## src/core/trbmsa_cfg.svh

```systemverilog
// trbmsa_cfg.svh: offsets, field positions, reset values and widths for the
// table-read / bit-move / skip-add execution block.
// assumes: included by bare name from the package and the core module.
`ifndef TRBMSA_CFG_SVH
`define TRBMSA_CFG_SVH

// program counter width of the base parts (12 and 14 are the variants)
`define TRBMSA_PC_W 13
// data memory address width: 4-bit bank plus 8-bit bank-local address
`define TRBMSA_DA_W 12
`define TRBMSA_PC_RST 16'h0000
`define TRBMSA_NIB_RST 4'h0

// nibble register file slots; pair p is {slot 2p+1, slot 2p}
`define TRBMSA_IDX_A 4'h0
`define TRBMSA_IDX_X 4'h1
`define TRBMSA_IDX_L 4'h2
`define TRBMSA_IDX_H 4'h3
`define TRBMSA_IDX_E 4'h4
`define TRBMSA_IDX_D 4'h5
`define TRBMSA_IDX_C 4'h6
`define TRBMSA_IDX_B 4'h7
`define TRBMSA_NUM_NIB 16
`define TRBMSA_NUM_PAIR 8

// fixed bit-manipulation space sits in the top bank
`define TRBMSA_FIX_BANK 4'hF
`define TRBMSA_PAGE_LSB 8

`endif

```

## src/core/trbmsa_pkg.sv

```systemverilog
// trbmsa_pkg: operation, bit-addressing and sequencer types of the block.
// assumes: trbmsa_cfg.svh is on the include path.
package trbmsa_pkg;
  `include "trbmsa_cfg.svh"

  // operations the decoder hands over; OP_OTHER only advances the counter
  typedef enum logic [3:0] {
    OP_OTHER,
    OP_TABLE_READ_PAGE_PLUS_POINTER,
    OP_TABLE_READ_PAGE_PLUS_ACCUMULATOR,
    OP_TABLE_READ_REGISTER_ADDRESS_SHORT,
    OP_TABLE_READ_REGISTER_ADDRESS_LONG,
    OP_BIT_MOVE_TO_CARRY,
    OP_BIT_MOVE_FROM_CARRY,
    OP_SKIP_ADD_NIBBLE_IMM,
    OP_SKIP_ADD_BYTE_IMM,
    OP_SKIP_ADD_MEMORY,
    OP_SKIP_ADD_PAIR,
    OP_ADD_WITH_CARRY_MEMORY,
    OP_SUBTRACT_WITH_CARRY_MEMORY
  } trbmsa_op_e;

  // bit-manipulation addressing forms
  typedef enum logic [1:0] {
    BIT_FIXED_SPACE,
    BIT_PERIPHERAL_AT_LOW,
    BIT_HIGH_PLUS_OFFSET
  } trbmsa_bit_mode_e;

  typedef enum logic [2:0] {
    ST_IDLE,
    ST_PREQ,
    ST_PCAP,
    ST_DREQ,
    ST_DCAP,
    ST_DWR
  } trbmsa_state_e;
endpackage

```

## src/core/trbmsa_core.sv

```systemverilog
// trbmsa_core: execution of table reads, carry bit moves and skip adds for a
// 4-bit core, with its nibble registers, carry flag, counter and skip state.
// assumes: one operation offered at a time with a valid/ready handshake;
// program and data memory answer one cycle after their read strobe.
`timescale 1ns/10ps
`include "trbmsa_cfg.svh"

// Function
// - pointer table read: address is counter page bits then second pointer pair.
// - accumulator table read: address is counter page bits then wide accumulator pair.
// - table byte low nibble goes to accumulator, high nibble to upper register.
// - page bits come from the counter value while the table read executes.
// - pointer table read at last page byte uses the following page.
// - accumulator table read at last page byte also uses the following page.
// - table reads only advance the counter normally, nothing else.
// - short register table address is B bit 0, then C, X, A.
// - long register table address is B low three bits, then C, D, E.
// - counter is 13 bits by default, 12 or 14 in variants.
// - bit-to-carry move copies a data bit chosen by three addressing forms.
// - carry-to-bit move writes carry into one bit, other bits kept.
// - nibble immediate add skips next on carry out, carry flag untouched.
// - byte immediate add to wide pair skips on bit seven carry out.
// - memory nibble add through pointer pair skips on carry, carry untouched.
// - any selectable pair added to wide pair skips on carry, carry untouched.
// - nibble skip add after carry add or subtract on memory converts number base.
// - no carry or a borrow runs it with skip suppressed; otherwise skipped.
module trbmsa_core #(
  parameter int PC_W = `TRBMSA_PC_W,
  parameter int DA_W = `TRBMSA_DA_W
) (
  input wire logic i_sys_clk,
  input wire logic i_sys_rst,
  input wire logic i_op_valid,
  output logic o_op_ready,
  input wire trbmsa_pkg::trbmsa_op_e i_op,
  input wire logic [1:0] i_op_len,
  input wire logic [7:0] i_imm,
  input wire logic [2:0] i_pair_sel,
  input wire trbmsa_pkg::trbmsa_bit_mode_e i_bit_mode,
  input wire logic [7:0] i_mem_addr,
  input wire logic [1:0] i_bit_sel,
  input wire logic [3:0] i_mem_bank,
  output logic o_op_done,
  output logic o_op_skipped,
  output logic o_skip_pending,
  input wire logic i_reg_wr,
  input wire logic [3:0] i_reg_idx,
  input wire logic [3:0] i_reg_wdata,
  input wire logic i_cy_wr,
  input wire logic i_cy_wdata,
  input wire logic i_pc_wr,
  input wire logic [PC_W-1:0] i_pc_wdata,
  output logic [PC_W-1:0] o_pc,
  output logic o_carry_flag,
  output logic [7:0] o_wide_accumulator_pair,
  output logic [7:0] o_memory_pointer_pair,
  output logic [7:0] o_pointer_pair_two,
  output logic [7:0] o_general_pair_three,
  output logic o_pmem_rd,
  output logic [PC_W-1:0] o_pmem_addr,
  input wire logic [7:0] i_pmem_rdata,
  output logic o_dmem_rd,
  output logic o_dmem_wr,
  output logic [DA_W-1:0] o_dmem_addr,
  output logic [3:0] o_dmem_wdata,
  input wire logic [3:0] i_dmem_rdata
);
  import trbmsa_pkg::*;

  trbmsa_state_e state_r, state_nxt;
  trbmsa_op_e op_r;
  logic [3:0] regs_r [`TRBMSA_NUM_NIB];
  logic [7:0] pair_w [`TRBMSA_NUM_PAIR];
  logic [PC_W-1:0] pc_r, pc_inc, pc_adv, tbl_addr;
  logic [PC_W-1:0] pmem_addr_r;
  logic [DA_W-1:0] dmem_addr_r;
  logic [1:0] bit_r;
  logic [3:0] wdata_r;
  logic carry_flag_r, skip_r, conv_pend_r, conv_skip_r, done_r, skipped_r;
  logic take, conv_hit, eff_skip, exec_now, pcap, dcap;
  logic [3:0] reg_a, reg_x, reg_h, reg_l;
  logic [4:0] sum_a_imm, sum_a_mem, sum_a_adc, dif_a_sbc;
  logic [8:0] sum_xa_imm, sum_xa_pair;
  logic [DA_W+1:0] bit_tgt;
  logic [3:0] bit_merged;
  logic a_we, x_we, cy_we, cy_val, skip_val;
  logic [3:0] a_wv, x_wv;
  logic is_tbl, is_dmem, is_single;

  // bit-manipulation decode: {data address, bit number}
  function automatic logic [DA_W+1:0] bit_target(input trbmsa_bit_mode_e mode,
      input logic [7:0] maddr, input logic [1:0] bsel, input logic [3:0] bank,
      input logic [3:0] h, input logic [3:0] l);
    logic [DA_W+1:0] t;
    t = '0;
    case (mode)
      BIT_FIXED_SPACE: t = {DA_W'({`TRBMSA_FIX_BANK, maddr}), bsel};
      // pointer-low picks the nibble in the upper 2 bits, bit in the lower 2
      BIT_PERIPHERAL_AT_LOW: t = {DA_W'({`TRBMSA_FIX_BANK, maddr[7:2], l[3:2]}), l[1:0]};
      BIT_HIGH_PLUS_OFFSET: t = {DA_W'({bank, h, maddr[3:0]}), bsel};
      default: t = '0;
    endcase
    return t;
  endfunction

  // pairs laid out as {odd slot, even slot}: XA, HL, DE, BC, then alternates
  for (genvar p = 0; p < `TRBMSA_NUM_PAIR; p++) begin : g_pair
    assign pair_w[p] = {regs_r[2*p+1], regs_r[2*p]};
  end

  assign reg_a = regs_r[`TRBMSA_IDX_A];
  assign reg_x = regs_r[`TRBMSA_IDX_X];
  assign reg_h = regs_r[`TRBMSA_IDX_H];
  assign reg_l = regs_r[`TRBMSA_IDX_L];

  // handshake and skip decisions
  assign take = i_op_valid && (state_r == ST_IDLE);
  assign conv_hit = conv_pend_r && (i_op == OP_SKIP_ADD_NIBBLE_IMM);
  assign eff_skip = skip_r || (conv_hit && conv_skip_r);
  assign exec_now = take && !eff_skip;
  assign pcap = (state_r == ST_PCAP);
  assign dcap = (state_r == ST_DCAP);

  // operation classes
  assign is_tbl = (i_op == OP_TABLE_READ_PAGE_PLUS_POINTER) ||
                  (i_op == OP_TABLE_READ_PAGE_PLUS_ACCUMULATOR) ||
                  (i_op == OP_TABLE_READ_REGISTER_ADDRESS_SHORT) ||
                  (i_op == OP_TABLE_READ_REGISTER_ADDRESS_LONG);
  assign is_dmem = (i_op == OP_BIT_MOVE_TO_CARRY) || (i_op == OP_BIT_MOVE_FROM_CARRY) ||
                   (i_op == OP_SKIP_ADD_MEMORY) || (i_op == OP_ADD_WITH_CARRY_MEMORY) ||
                   (i_op == OP_SUBTRACT_WITH_CARRY_MEMORY);
  assign is_single = !is_tbl && !is_dmem;

  // counter: page bits taken after the fetch increment, so an op at the
  // last byte of a page reads from the next page
  assign pc_inc = pc_r + PC_W'(1);
  assign pc_adv = pc_r + PC_W'(i_op_len);

  // table address per form; upper bits scale with PC_W
  assign tbl_addr =
    (i_op == OP_TABLE_READ_PAGE_PLUS_POINTER) ?
      {pc_inc[PC_W-1:`TRBMSA_PAGE_LSB], pair_w[2]} :
    (i_op == OP_TABLE_READ_PAGE_PLUS_ACCUMULATOR) ?
      {pc_inc[PC_W-1:`TRBMSA_PAGE_LSB], pair_w[0]} :
    (i_op == OP_TABLE_READ_REGISTER_ADDRESS_SHORT) ?
      PC_W'({regs_r[`TRBMSA_IDX_B][0], regs_r[`TRBMSA_IDX_C], reg_x, reg_a}) :
      PC_W'({regs_r[`TRBMSA_IDX_B][2:0], regs_r[`TRBMSA_IDX_C],
             regs_r[`TRBMSA_IDX_D], regs_r[`TRBMSA_IDX_E]});

  // arithmetic; the skip adds never touch the carry flag
  assign sum_a_imm = {1'b0, reg_a} + {1'b0, i_imm[3:0]};
  assign sum_xa_imm = {1'b0, pair_w[0]} + {1'b0, i_imm};
  assign sum_xa_pair = {1'b0, pair_w[0]} + {1'b0, pair_w[i_pair_sel]};
  assign sum_a_mem = {1'b0, reg_a} + {1'b0, i_dmem_rdata};
  assign sum_a_adc = {1'b0, reg_a} + {1'b0, i_dmem_rdata} + {4'h0, carry_flag_r};
  assign dif_a_sbc = {1'b0, reg_a} - {1'b0, i_dmem_rdata} - {4'h0, carry_flag_r};

  // data address: bit forms use the decode, nibble ops use the pointer pair
  assign bit_tgt = bit_target(i_bit_mode, i_mem_addr, i_bit_sel, i_mem_bank, reg_h, reg_l);
  // read-modify-write keeps the neighbour bits of the nibble
  assign bit_merged = (i_dmem_rdata & ~(4'h1 << bit_r)) |
                      ({3'h0, carry_flag_r} << bit_r);

  // accumulator writes: immediate/pair at take, table byte, memory result
  assign a_we = (exec_now && ((i_op == OP_SKIP_ADD_NIBBLE_IMM) ||
                (i_op == OP_SKIP_ADD_BYTE_IMM) || (i_op == OP_SKIP_ADD_PAIR))) || pcap ||
                (dcap && ((op_r == OP_SKIP_ADD_MEMORY) || (op_r == OP_ADD_WITH_CARRY_MEMORY) ||
                (op_r == OP_SUBTRACT_WITH_CARRY_MEMORY)));
  assign a_wv = pcap ? i_pmem_rdata[3:0] :
                dcap ? ((op_r == OP_SKIP_ADD_MEMORY) ? sum_a_mem[3:0] :
                        (op_r == OP_ADD_WITH_CARRY_MEMORY) ? sum_a_adc[3:0] : dif_a_sbc[3:0]) :
                (i_op == OP_SKIP_ADD_NIBBLE_IMM) ? sum_a_imm[3:0] :
                (i_op == OP_SKIP_ADD_BYTE_IMM) ? sum_xa_imm[3:0] : sum_xa_pair[3:0];
  assign x_we = (exec_now && ((i_op == OP_SKIP_ADD_BYTE_IMM) || (i_op == OP_SKIP_ADD_PAIR))) ||
                pcap;
  assign x_wv = pcap ? i_pmem_rdata[7:4] :
                (i_op == OP_SKIP_ADD_BYTE_IMM) ? sum_xa_imm[7:4] : sum_xa_pair[7:4];

  // carry flag: bit-to-carry move and the carry add/subtract only
  assign cy_we = dcap && ((op_r == OP_BIT_MOVE_TO_CARRY) ||
                 (op_r == OP_ADD_WITH_CARRY_MEMORY) || (op_r == OP_SUBTRACT_WITH_CARRY_MEMORY));
  assign cy_val = (op_r == OP_BIT_MOVE_TO_CARRY) ? i_dmem_rdata[bit_r] :
                  (op_r == OP_ADD_WITH_CARRY_MEMORY) ? sum_a_adc[4] : dif_a_sbc[4];

  // skip request raised by the op just taken; suppressed in base conversion
  assign skip_val = (i_op == OP_SKIP_ADD_NIBBLE_IMM) ? (sum_a_imm[4] && !conv_hit) :
                    (i_op == OP_SKIP_ADD_BYTE_IMM) ? sum_xa_imm[8] :
                    (i_op == OP_SKIP_ADD_PAIR) ? sum_xa_pair[8] : 1'b0;

  // sequencer
  always_comb begin
    state_nxt = state_r;
    case (state_r)
      ST_IDLE: begin
        if (exec_now && is_tbl) begin
          state_nxt = ST_PREQ;
        end else if (exec_now && is_dmem) begin
          state_nxt = ST_DREQ;
        end
      end
      ST_PREQ: state_nxt = ST_PCAP;
      ST_PCAP: state_nxt = ST_IDLE;
      ST_DREQ: state_nxt = ST_DCAP;
      ST_DCAP: state_nxt = (op_r == OP_BIT_MOVE_FROM_CARRY) ? ST_DWR : ST_IDLE;
      ST_DWR: state_nxt = ST_IDLE;
      default: state_nxt = ST_IDLE;
    endcase
  end

  always_ff @(posedge i_sys_clk) begin
    if (i_sys_rst) begin
      state_r <= ST_IDLE;
    end else begin
      state_r <= state_nxt;
    end
  end

  // operand capture at take; addresses held for the memory phases
  always_ff @(posedge i_sys_clk) begin
    if (i_sys_rst) begin
      op_r <= OP_OTHER;
      pmem_addr_r <= '0;
      dmem_addr_r <= '0;
      bit_r <= 2'h0;
    end else if (exec_now) begin
      op_r <= i_op;
      pmem_addr_r <= tbl_addr;
      dmem_addr_r <= (i_op == OP_BIT_MOVE_TO_CARRY || i_op == OP_BIT_MOVE_FROM_CARRY) ?
                     bit_tgt[DA_W+1:2] : DA_W'({i_mem_bank, reg_h, reg_l});
      bit_r <= bit_tgt[1:0];
    end
  end

  // nibble registers; engine writes win over the load port on A and X
  always_ff @(posedge i_sys_clk) begin
    if (i_sys_rst) begin
      for (int i = 0; i < `TRBMSA_NUM_NIB; i++) regs_r[i] <= `TRBMSA_NIB_RST;
    end else begin
      if (i_reg_wr) regs_r[i_reg_idx] <= i_reg_wdata;
      if (a_we) regs_r[`TRBMSA_IDX_A] <= a_wv;
      if (x_we) regs_r[`TRBMSA_IDX_X] <= x_wv;
    end
  end

  // carry flag and counter; a skipped op still advances the counter
  always_ff @(posedge i_sys_clk) begin
    if (i_sys_rst) begin
      carry_flag_r <= 1'b0;
      pc_r <= PC_W'(`TRBMSA_PC_RST);
    end else begin
      if (cy_we) carry_flag_r <= cy_val;
      else if (i_cy_wr) carry_flag_r <= i_cy_wdata;
      if (take) pc_r <= pc_adv;
      else if (i_pc_wr) pc_r <= i_pc_wdata;
    end
  end

  // skip and base-conversion state; conversion only reaches the very next op
  always_ff @(posedge i_sys_clk) begin
    if (i_sys_rst) begin
      skip_r <= 1'b0;
      conv_pend_r <= 1'b0;
      conv_skip_r <= 1'b0;
    end else if (take) begin
      skip_r <= eff_skip ? 1'b0 : skip_val;
      conv_pend_r <= 1'b0;
    end else if (dcap) begin
      skip_r <= (op_r == OP_SKIP_ADD_MEMORY) && sum_a_mem[4];
      conv_pend_r <= (op_r == OP_ADD_WITH_CARRY_MEMORY) ||
                     (op_r == OP_SUBTRACT_WITH_CARRY_MEMORY);
      conv_skip_r <= (op_r == OP_ADD_WITH_CARRY_MEMORY) ? sum_a_adc[4] : !dif_a_sbc[4];
    end
  end

  // completion pulses and write data
  always_ff @(posedge i_sys_clk) begin
    if (i_sys_rst) begin
      done_r <= 1'b0;
      skipped_r <= 1'b0;
      wdata_r <= 4'h0;
    end else begin
      done_r <= (take && (eff_skip || is_single)) || pcap || (state_r == ST_DWR) ||
                (dcap && (op_r != OP_BIT_MOVE_FROM_CARRY));
      skipped_r <= take && eff_skip;
      if (dcap) wdata_r <= bit_merged;
    end
  end

  // strobes are decoded from state; data and addresses come from flops
  assign o_op_ready = (state_r == ST_IDLE);
  assign o_op_done = done_r;
  assign o_op_skipped = skipped_r;
  assign o_skip_pending = skip_r;
  assign o_pc = pc_r;
  assign o_carry_flag = carry_flag_r;
  assign o_wide_accumulator_pair = pair_w[0];
  assign o_memory_pointer_pair = pair_w[1];
  assign o_pointer_pair_two = pair_w[2];
  assign o_general_pair_three = pair_w[3];
  assign o_pmem_rd = (state_r == ST_PREQ);
  assign o_pmem_addr = pmem_addr_r;
  assign o_dmem_rd = (state_r == ST_DREQ);
  assign o_dmem_wr = (state_r == ST_DWR);
  assign o_dmem_addr = dmem_addr_r;
  assign o_dmem_wdata = wdata_r;
endmodule // trbmsa_core

```

## config.mk

```make
export PLATFORM = sky130hd
export DESIGN_NAME = trbmsa_core
export DESIGN_NICKNAME = d
export VERILOG_FILES = /design/src/core/trbmsa_pkg.sv /design/src/core/trbmsa_core.sv
export VERILOG_INCLUDE_DIRS = /design/src /design/src/core
export SDC_FILE = /design/constraint.sdc
export NUM_CORES = 1
export LEC_CHECK = 0
export ABC_AREA = 1
export ABC_CLOCK_PERIOD_IN_PS = 6340
export BUFFER_PORTS_ARGS = -buffer_cell sky130_fd_sc_hd__buf_2
export CAP_MARGIN = 25
export CORE_MARGIN = 5
export CORE_UTILIZATION = 60
export CTS_CLUSTER_SIZE = 20
export DETAILED_ROUTE_END_ITERATION = 10
export GPL_ROUTABILITY_DRIVEN = 1
export GPL_TIMING_DRIVEN = 0
export PLACE_DENSITY = 0.86
export SKIP_LAST_GASP = 1
export SLEW_MARGIN = 20
export SYNTH_ARGS = -nofsm -noshare
export SYNTH_HDL_FRONTEND = slang
export SYNTH_SLANG_ARGS = --single-unit
```

## constraint.sdc

```tcl
create_clock -name i_sys_clk -period 6.34 [get_ports i_sys_clk]
set_input_delay 1.268 -clock i_sys_clk [delete_from_list [all_inputs] [get_ports i_sys_clk]]
set_output_delay 1.268 -clock i_sys_clk [all_outputs]
set_load 0.005 [all_outputs]
```

==> Yosys cells after proc, flatten, opt, wreduce, memory -nomap -nowiden <==
Memories as Yosys holds them, arrays and structs flattened.
Cells that the tools add are included.
{ "classes": {"eq_ne": 28, "addsub": 9, "n_mux": 51, "magnitude_cmp": 2, "bitwise": 13, "n_reduce_logical": 52, "shift": 2} }
{ "ops": {"columns": ["operator", "count"], "rows": [
  ["$mux W13", 4],
  ["$mux W4", 12],
  ["$pmux W14 S3", 1],
  ["$eq A4 B4 Y1 const B", 10],
  ["$bmux W8 S3", 1],
  ["$eq A4 B3 Y1 const B", 6],
  ["$mux W1", 24],
  ["$mux W8", 3],
  ["$logic_or A1 B1 Y1", 23],
  ["$add A8 B8 Y9", 2],
  ["$logic_and A1 B1 Y1", 16],
  ["$add A13 B1 Y13 const B", 1],
  ["$add A13 B2 Y13", 1],
  ["$mux W12", 1],
  ["$pmux W3 S4", 1],
  ["$add A4 B4 Y5", 2],
  ["$mux W3", 3],
  ["$eq A4 B2 Y1 const B", 2],
  ["$eq A3 B2 Y1 const B", 2],
  ["$eq A3 B3 Y1 const B", 2],
  ["$reduce_bool A2 Y1", 3],
  ["$add A5 B1 Y5", 1],
  ["$logic_not A1 Y1", 5],
  ["$sub A4 B4 Y5", 1],
  ["24 further kinds", 30]
]} }
{ "totals": {"wordCells": 171, "ff_bits": 57, "output_inout_bits": 82, "in_bits": 73, "ramBits": 64, "memories": 1} }
{ "mem_list": {"columns": ["memory", "words", "word_bits", "read_ports", "rd_ports_with_merged_regs", "wr", "line", "text"], "rows": [
  ["regs_r", 16, 4, 16, 0, 16, "trbmsa_core.sv:72", "logic [3:0] regs_r [`TRBMSA_NUM_NIB];"]
]} }

==> Longest topological paths before layout <==
{ "depth": {"ltp_word": 18, "ltp_mapped": 17, "ltp_nobuf": 15} }

==> Worst setup path after synthesis <==
Ideal clock, no wire load.
{ "synth_path": {"kind": "input port to flip-flop", "from": "in i_pair_sel[0]", "to": "mem regs_r[1][2], data pin", "n_path_buf": 2, "stages": 14, "required_ps": 6087, "path_slack_ps": 2882, "arrival_ps": 3205, "setup_ps": 253, "path_cell_list": "clkbuf_1 clkbuf_1 a21oi_1 o21ai_0 a31oi_1 ha_1 fa_1 nand4_1 nand3b_1 xor2_1 nand2_1 nand3_1 nand2_1 nand2_1"} }
{ "synth_lines": {"columns": ["element", "line", "text"], "rows": [
  ["start: declaration", "trbmsa_core.sv:38", "input wire logic [2:0] i_pair_sel,"],
  ["end: declaration", "trbmsa_core.sv:72", null]
]} }

==> results.yml <==
power_and_ir_drop:
  ir_drop_mv: 0.222
  p_sw_frac: 0.382
  p_leak_nw: 4.49
  power_frac_seq: 0.350
  clkPwrFrac: 0.289
  p_comb_frac: 0.361
  powerDensity_nw_per_um2: 336
  p_sw_w: 0.00122
  p_int_w: 0.00198
route:
  dr_total_vias: 8254
  drcViolationCount: 0
  vias_per_cell: 5.80
  route.met3.wl_mm: 2.91
  routed-wl-met2_mm: 11.1
  ant_nets: 0
  dr.pass1.iters: 5
  first_iter_violations: 739
  m1WireLength_mm: 9.66
  highest_layer: "met4"
  drt_wl_total_mm: 24.3
  wl_per_cell_um: 17.1
setup_path:
  crit_path_top_delay_cell: "ha_1"
  path_max_fanout: 10
  path_buf_inv: 4
  rr_startpoint: "regs_r[0][1]"
  cp_top_family: "buffers and inverters"
  path_cells: "buf_2, clkbuf_1, clkbuf_1, a21oi_1, o21ai_0, a31oi_1, ha_1, a21oi_1, inv_1, nand2_1, nand3b_1, o21ai_0, nand3_1, nand2_1, nand2_1"
  worstPathRequired_ns: 6.52
  ff2ff_path_depth: 11
  rr_endpoint: "regs_r[1][3]"
  arrival_ns: 3.84
  cp_slowest_stage_delay_ns: 0.39
  rrSetupSlack_ns: 3.67
  crit_type: "primary input to flip-flop"
  cpMostUsedCell: "nand2_1"
  worstSetupEndpointType: "flip-flop"
  start_kind: "primary input"
clock_tree:
  cts_resized: 0
  worstSkewPairLatency_ns: 0.43
  ctsHtreeMaxLevel: 4
  clockRootBuffer: "clkbuf_16"
  post-cts-setup-buffers: 0
  cts_made_buffers: 17
  cts_sinks: 121
  ctsLongestPathBuffers: 2
  cts_tree: "yes"
  ctsHoldBuffers: 0
  cts.clk_slew.worst_paths_ns: 0.05
timing:
  final_max_slew_viol_count: 0
  setup-tns-final_ns: 0
  fmax_ghz: 0.273
  period_needed_ns: 3.66
  rsz0062_at_grt: "false"
  relSlewSlack: 0.491
  skew_ns: 0.00910
  tightest_slew_ns: 0.764
  final-setup-viol-count: 0
  period_share: 0.577
  hold_viol_final: 0
grt:
  antenna_found_initial: 0
  grt_pass1_vias: 7503
  grt_usage: 0.303
  grt_max_degree: 17
  overflow: 0
  grt_pass1_wl_mm: 38.1
logic_synthesis:
  synth_compound_area_frac: 0.164
  async_flop_share: 0
  synth_top_family_by_area: "simple AND/OR/NAND/NOR gates"
  yosys-mux-area-fraction: 0
  yosysMostFrequentCell: "nand2_1"
  synth.cell_area_um2: 8020
  synth_area_leaders: "edfxtp_1 (24%), dfxtp_1 (14%), nand2_1 (9.3%)"
  yosys.area_share.simple: 0.273
  seq_area_frac_synth: 0.382
  yosysTopAreaCell: "edfxtp_1"
  synth_cell_types: 43
  synth_edf_count: 64
  yosys-top-cells-count: "nand2_1 (198), nor2_1 (150), inv_1 (109)"
  synth.avg_cell_area_um2: 7.54
  synthCells: 1063
  synthFlopType: "edfxtp_1"
  synth_warnings: 0
  synth_top_area_frac: 0.240
  synthXorXnorAreaFrac: 0.0142
  synthAdderAreaFrac: 0.0618
  synth_nets: 1172
  synth-seq-cells: 121
finish:
  drive_gt1_frac: 0.199
  diodes: 0
  fin_util: 0.725
  fillers: 1031
  area_growth_pct: 19.2
  fin_nets: 1343
die:
  initial_core_util: 0.608
  core_area_um2: 13200
  dieArea_um2: 15800
  rows: 42
  pin_count: 155
  die_h_um: 126
  fp.dieW_um: 126
worst_hold_path:
  hold_end: "o_pmem_addr[11]"
  min_delay_path_depth: 2
  hp-class: "flip-flop to flip-flop"
  min_from: "o_pmem_addr[11]"
status:
  status: "finished, final reports clean"
placement:
  gp_congestion: 0.944
  port_buffers: 152
  dp_hpwl_mm: 18.8
flow_run:
  cap_violations: 0
## through the flow
step           area, um2  power, W  hold slack [ns]  worst slack [ns]  std cells
2_1_floorplan       8020   0.00185            0.460              2.88       1063
4_1_cts             9560   0.00319            0.470              2.76       1422
3_5_place_dp        9000   0.00226            0.458              2.34       1391
6_report            9560   0.00321            0.467              2.68       1422
3_3_place_gp        9000   0.00223            0.458              2.38       1391
5_1_grt             9560   0.00340            0.505              2.45       1422
## flip-flops by register name, summed over array words and instances (netlist names)
| signal | flops |
|---|---|
| regs_r | 64 |
| o_pc | 13 |
| o_pmem_addr | 13 |
| o_dmem_addr | 12 |
| o_dmem_wdata | 4 |
| op_r | 4 |
| state_r | 3 |
| bit_r | 2 |
| conv_pend_r | 1 |
| conv_skip_r | 1 |
| o_carry_flag | 1 |
| o_op_done | 1 |
| o_op_skipped | 1 |
| o_skip_pending | 1 |
## layer usage
metal / vias up / GRT usage
met2: 528 / 0.486
met1: 3743 / 0.408
met3: 55 / 0.0691
met4: 0 / 0.0976
met5: - / 0
li1: 3928 / -
## worst max path at each step
stage                  start            to  slack, ns  cells after the start
2_1_floorplan  i_pair_sel[0]  regs_r[1][2]       2.88                     14
3_3_place_gp   i_pair_sel[1]  regs_r[1][3]       2.38                     15
3_5_place_dp   i_pair_sel[0]  regs_r[1][0]       2.34                     14
4_1_cts        i_pair_sel[0]  regs_r[1][1]       2.76                     15
5_1_grt        i_pair_sel[1]  regs_r[1][3]       2.45                     15
6_report       i_pair_sel[0]  regs_r[1][1]       2.68                     15
## worst reg2reg max path, delay by kind of cell, from the launching register on
kind	cells	cell delay, ns
adders and majority gates	1	0.31
DFF	1	0.79
AOI/OAI and AO/OA	4	0.83
and+or+nand+nor	6	0.49
## logic make-up (layout without fill, tap and decap cells)
family                   count (synthesis)  in the layout
AO/OA/AOI/OAI                          235            235
XOR/XNOR                                13             13
adder cells (fa/ha/maj)                 36             36
buffers and inverters                  185            368
flip-flops                             121            121
AND/OR/NAND/NOR                        473            473
## power groups by stage
stage          Sequential (W)  Combinational (W)  Clock, W
2_1_floorplan         0.00108           0.000775         0
3_3_place_gp          0.00112            0.00111         0
3_5_place_dp          0.00113            0.00113         0
4_1_cts               0.00111            0.00115  0.000928
5_1_grt               0.00113            0.00130  0.000968
6_report              0.00112            0.00116  0.000927
## layout by cell type (no fill, tap or decap), drive strengths merged, types with 7 or more instances in the layout
cell type | Yosys | layout
nand4 | 34 | 34
o21ai | 101 | 101
nor3 | 13 | 13
a31oi | 32 | 32
or2 | 7 | 7
clkbuf | 30 | 49
dfxtp | 57 | 57
xor2 | 10 | 10
inv | 112 | 114
nand3 | 59 | 59
nor2 | 154 | 154
a21oi | 65 | 65
buf | 41 | 193
clkinv | 2 | 7
o22ai | 8 | 8
edfxtp | 64 | 64
o211ai | 8 | 8
ha | 30 | 30
nand2 | 200 | 200
## final cells by class
| class | count | area [um2] | area share |
|---|---|---|---|
| multi-input cells | 757 | 4120 | 0.431 |
| flip-flops and latches | 121 | 3060 | 0.320 |
| repair buffers | 152 | 761 | 0.0796 |
| clock buffers | 19 | 433 | 0.0453 |
| inverters | 114 | 428 | 0.0448 |
| plain buffers | 71 | 412 | 0.0431 |
| well taps | 176 | 220 | 0.0230 |
| clock inverters | 12 | 126 | 0.0132 |
(Power assumes the default switching activity.)
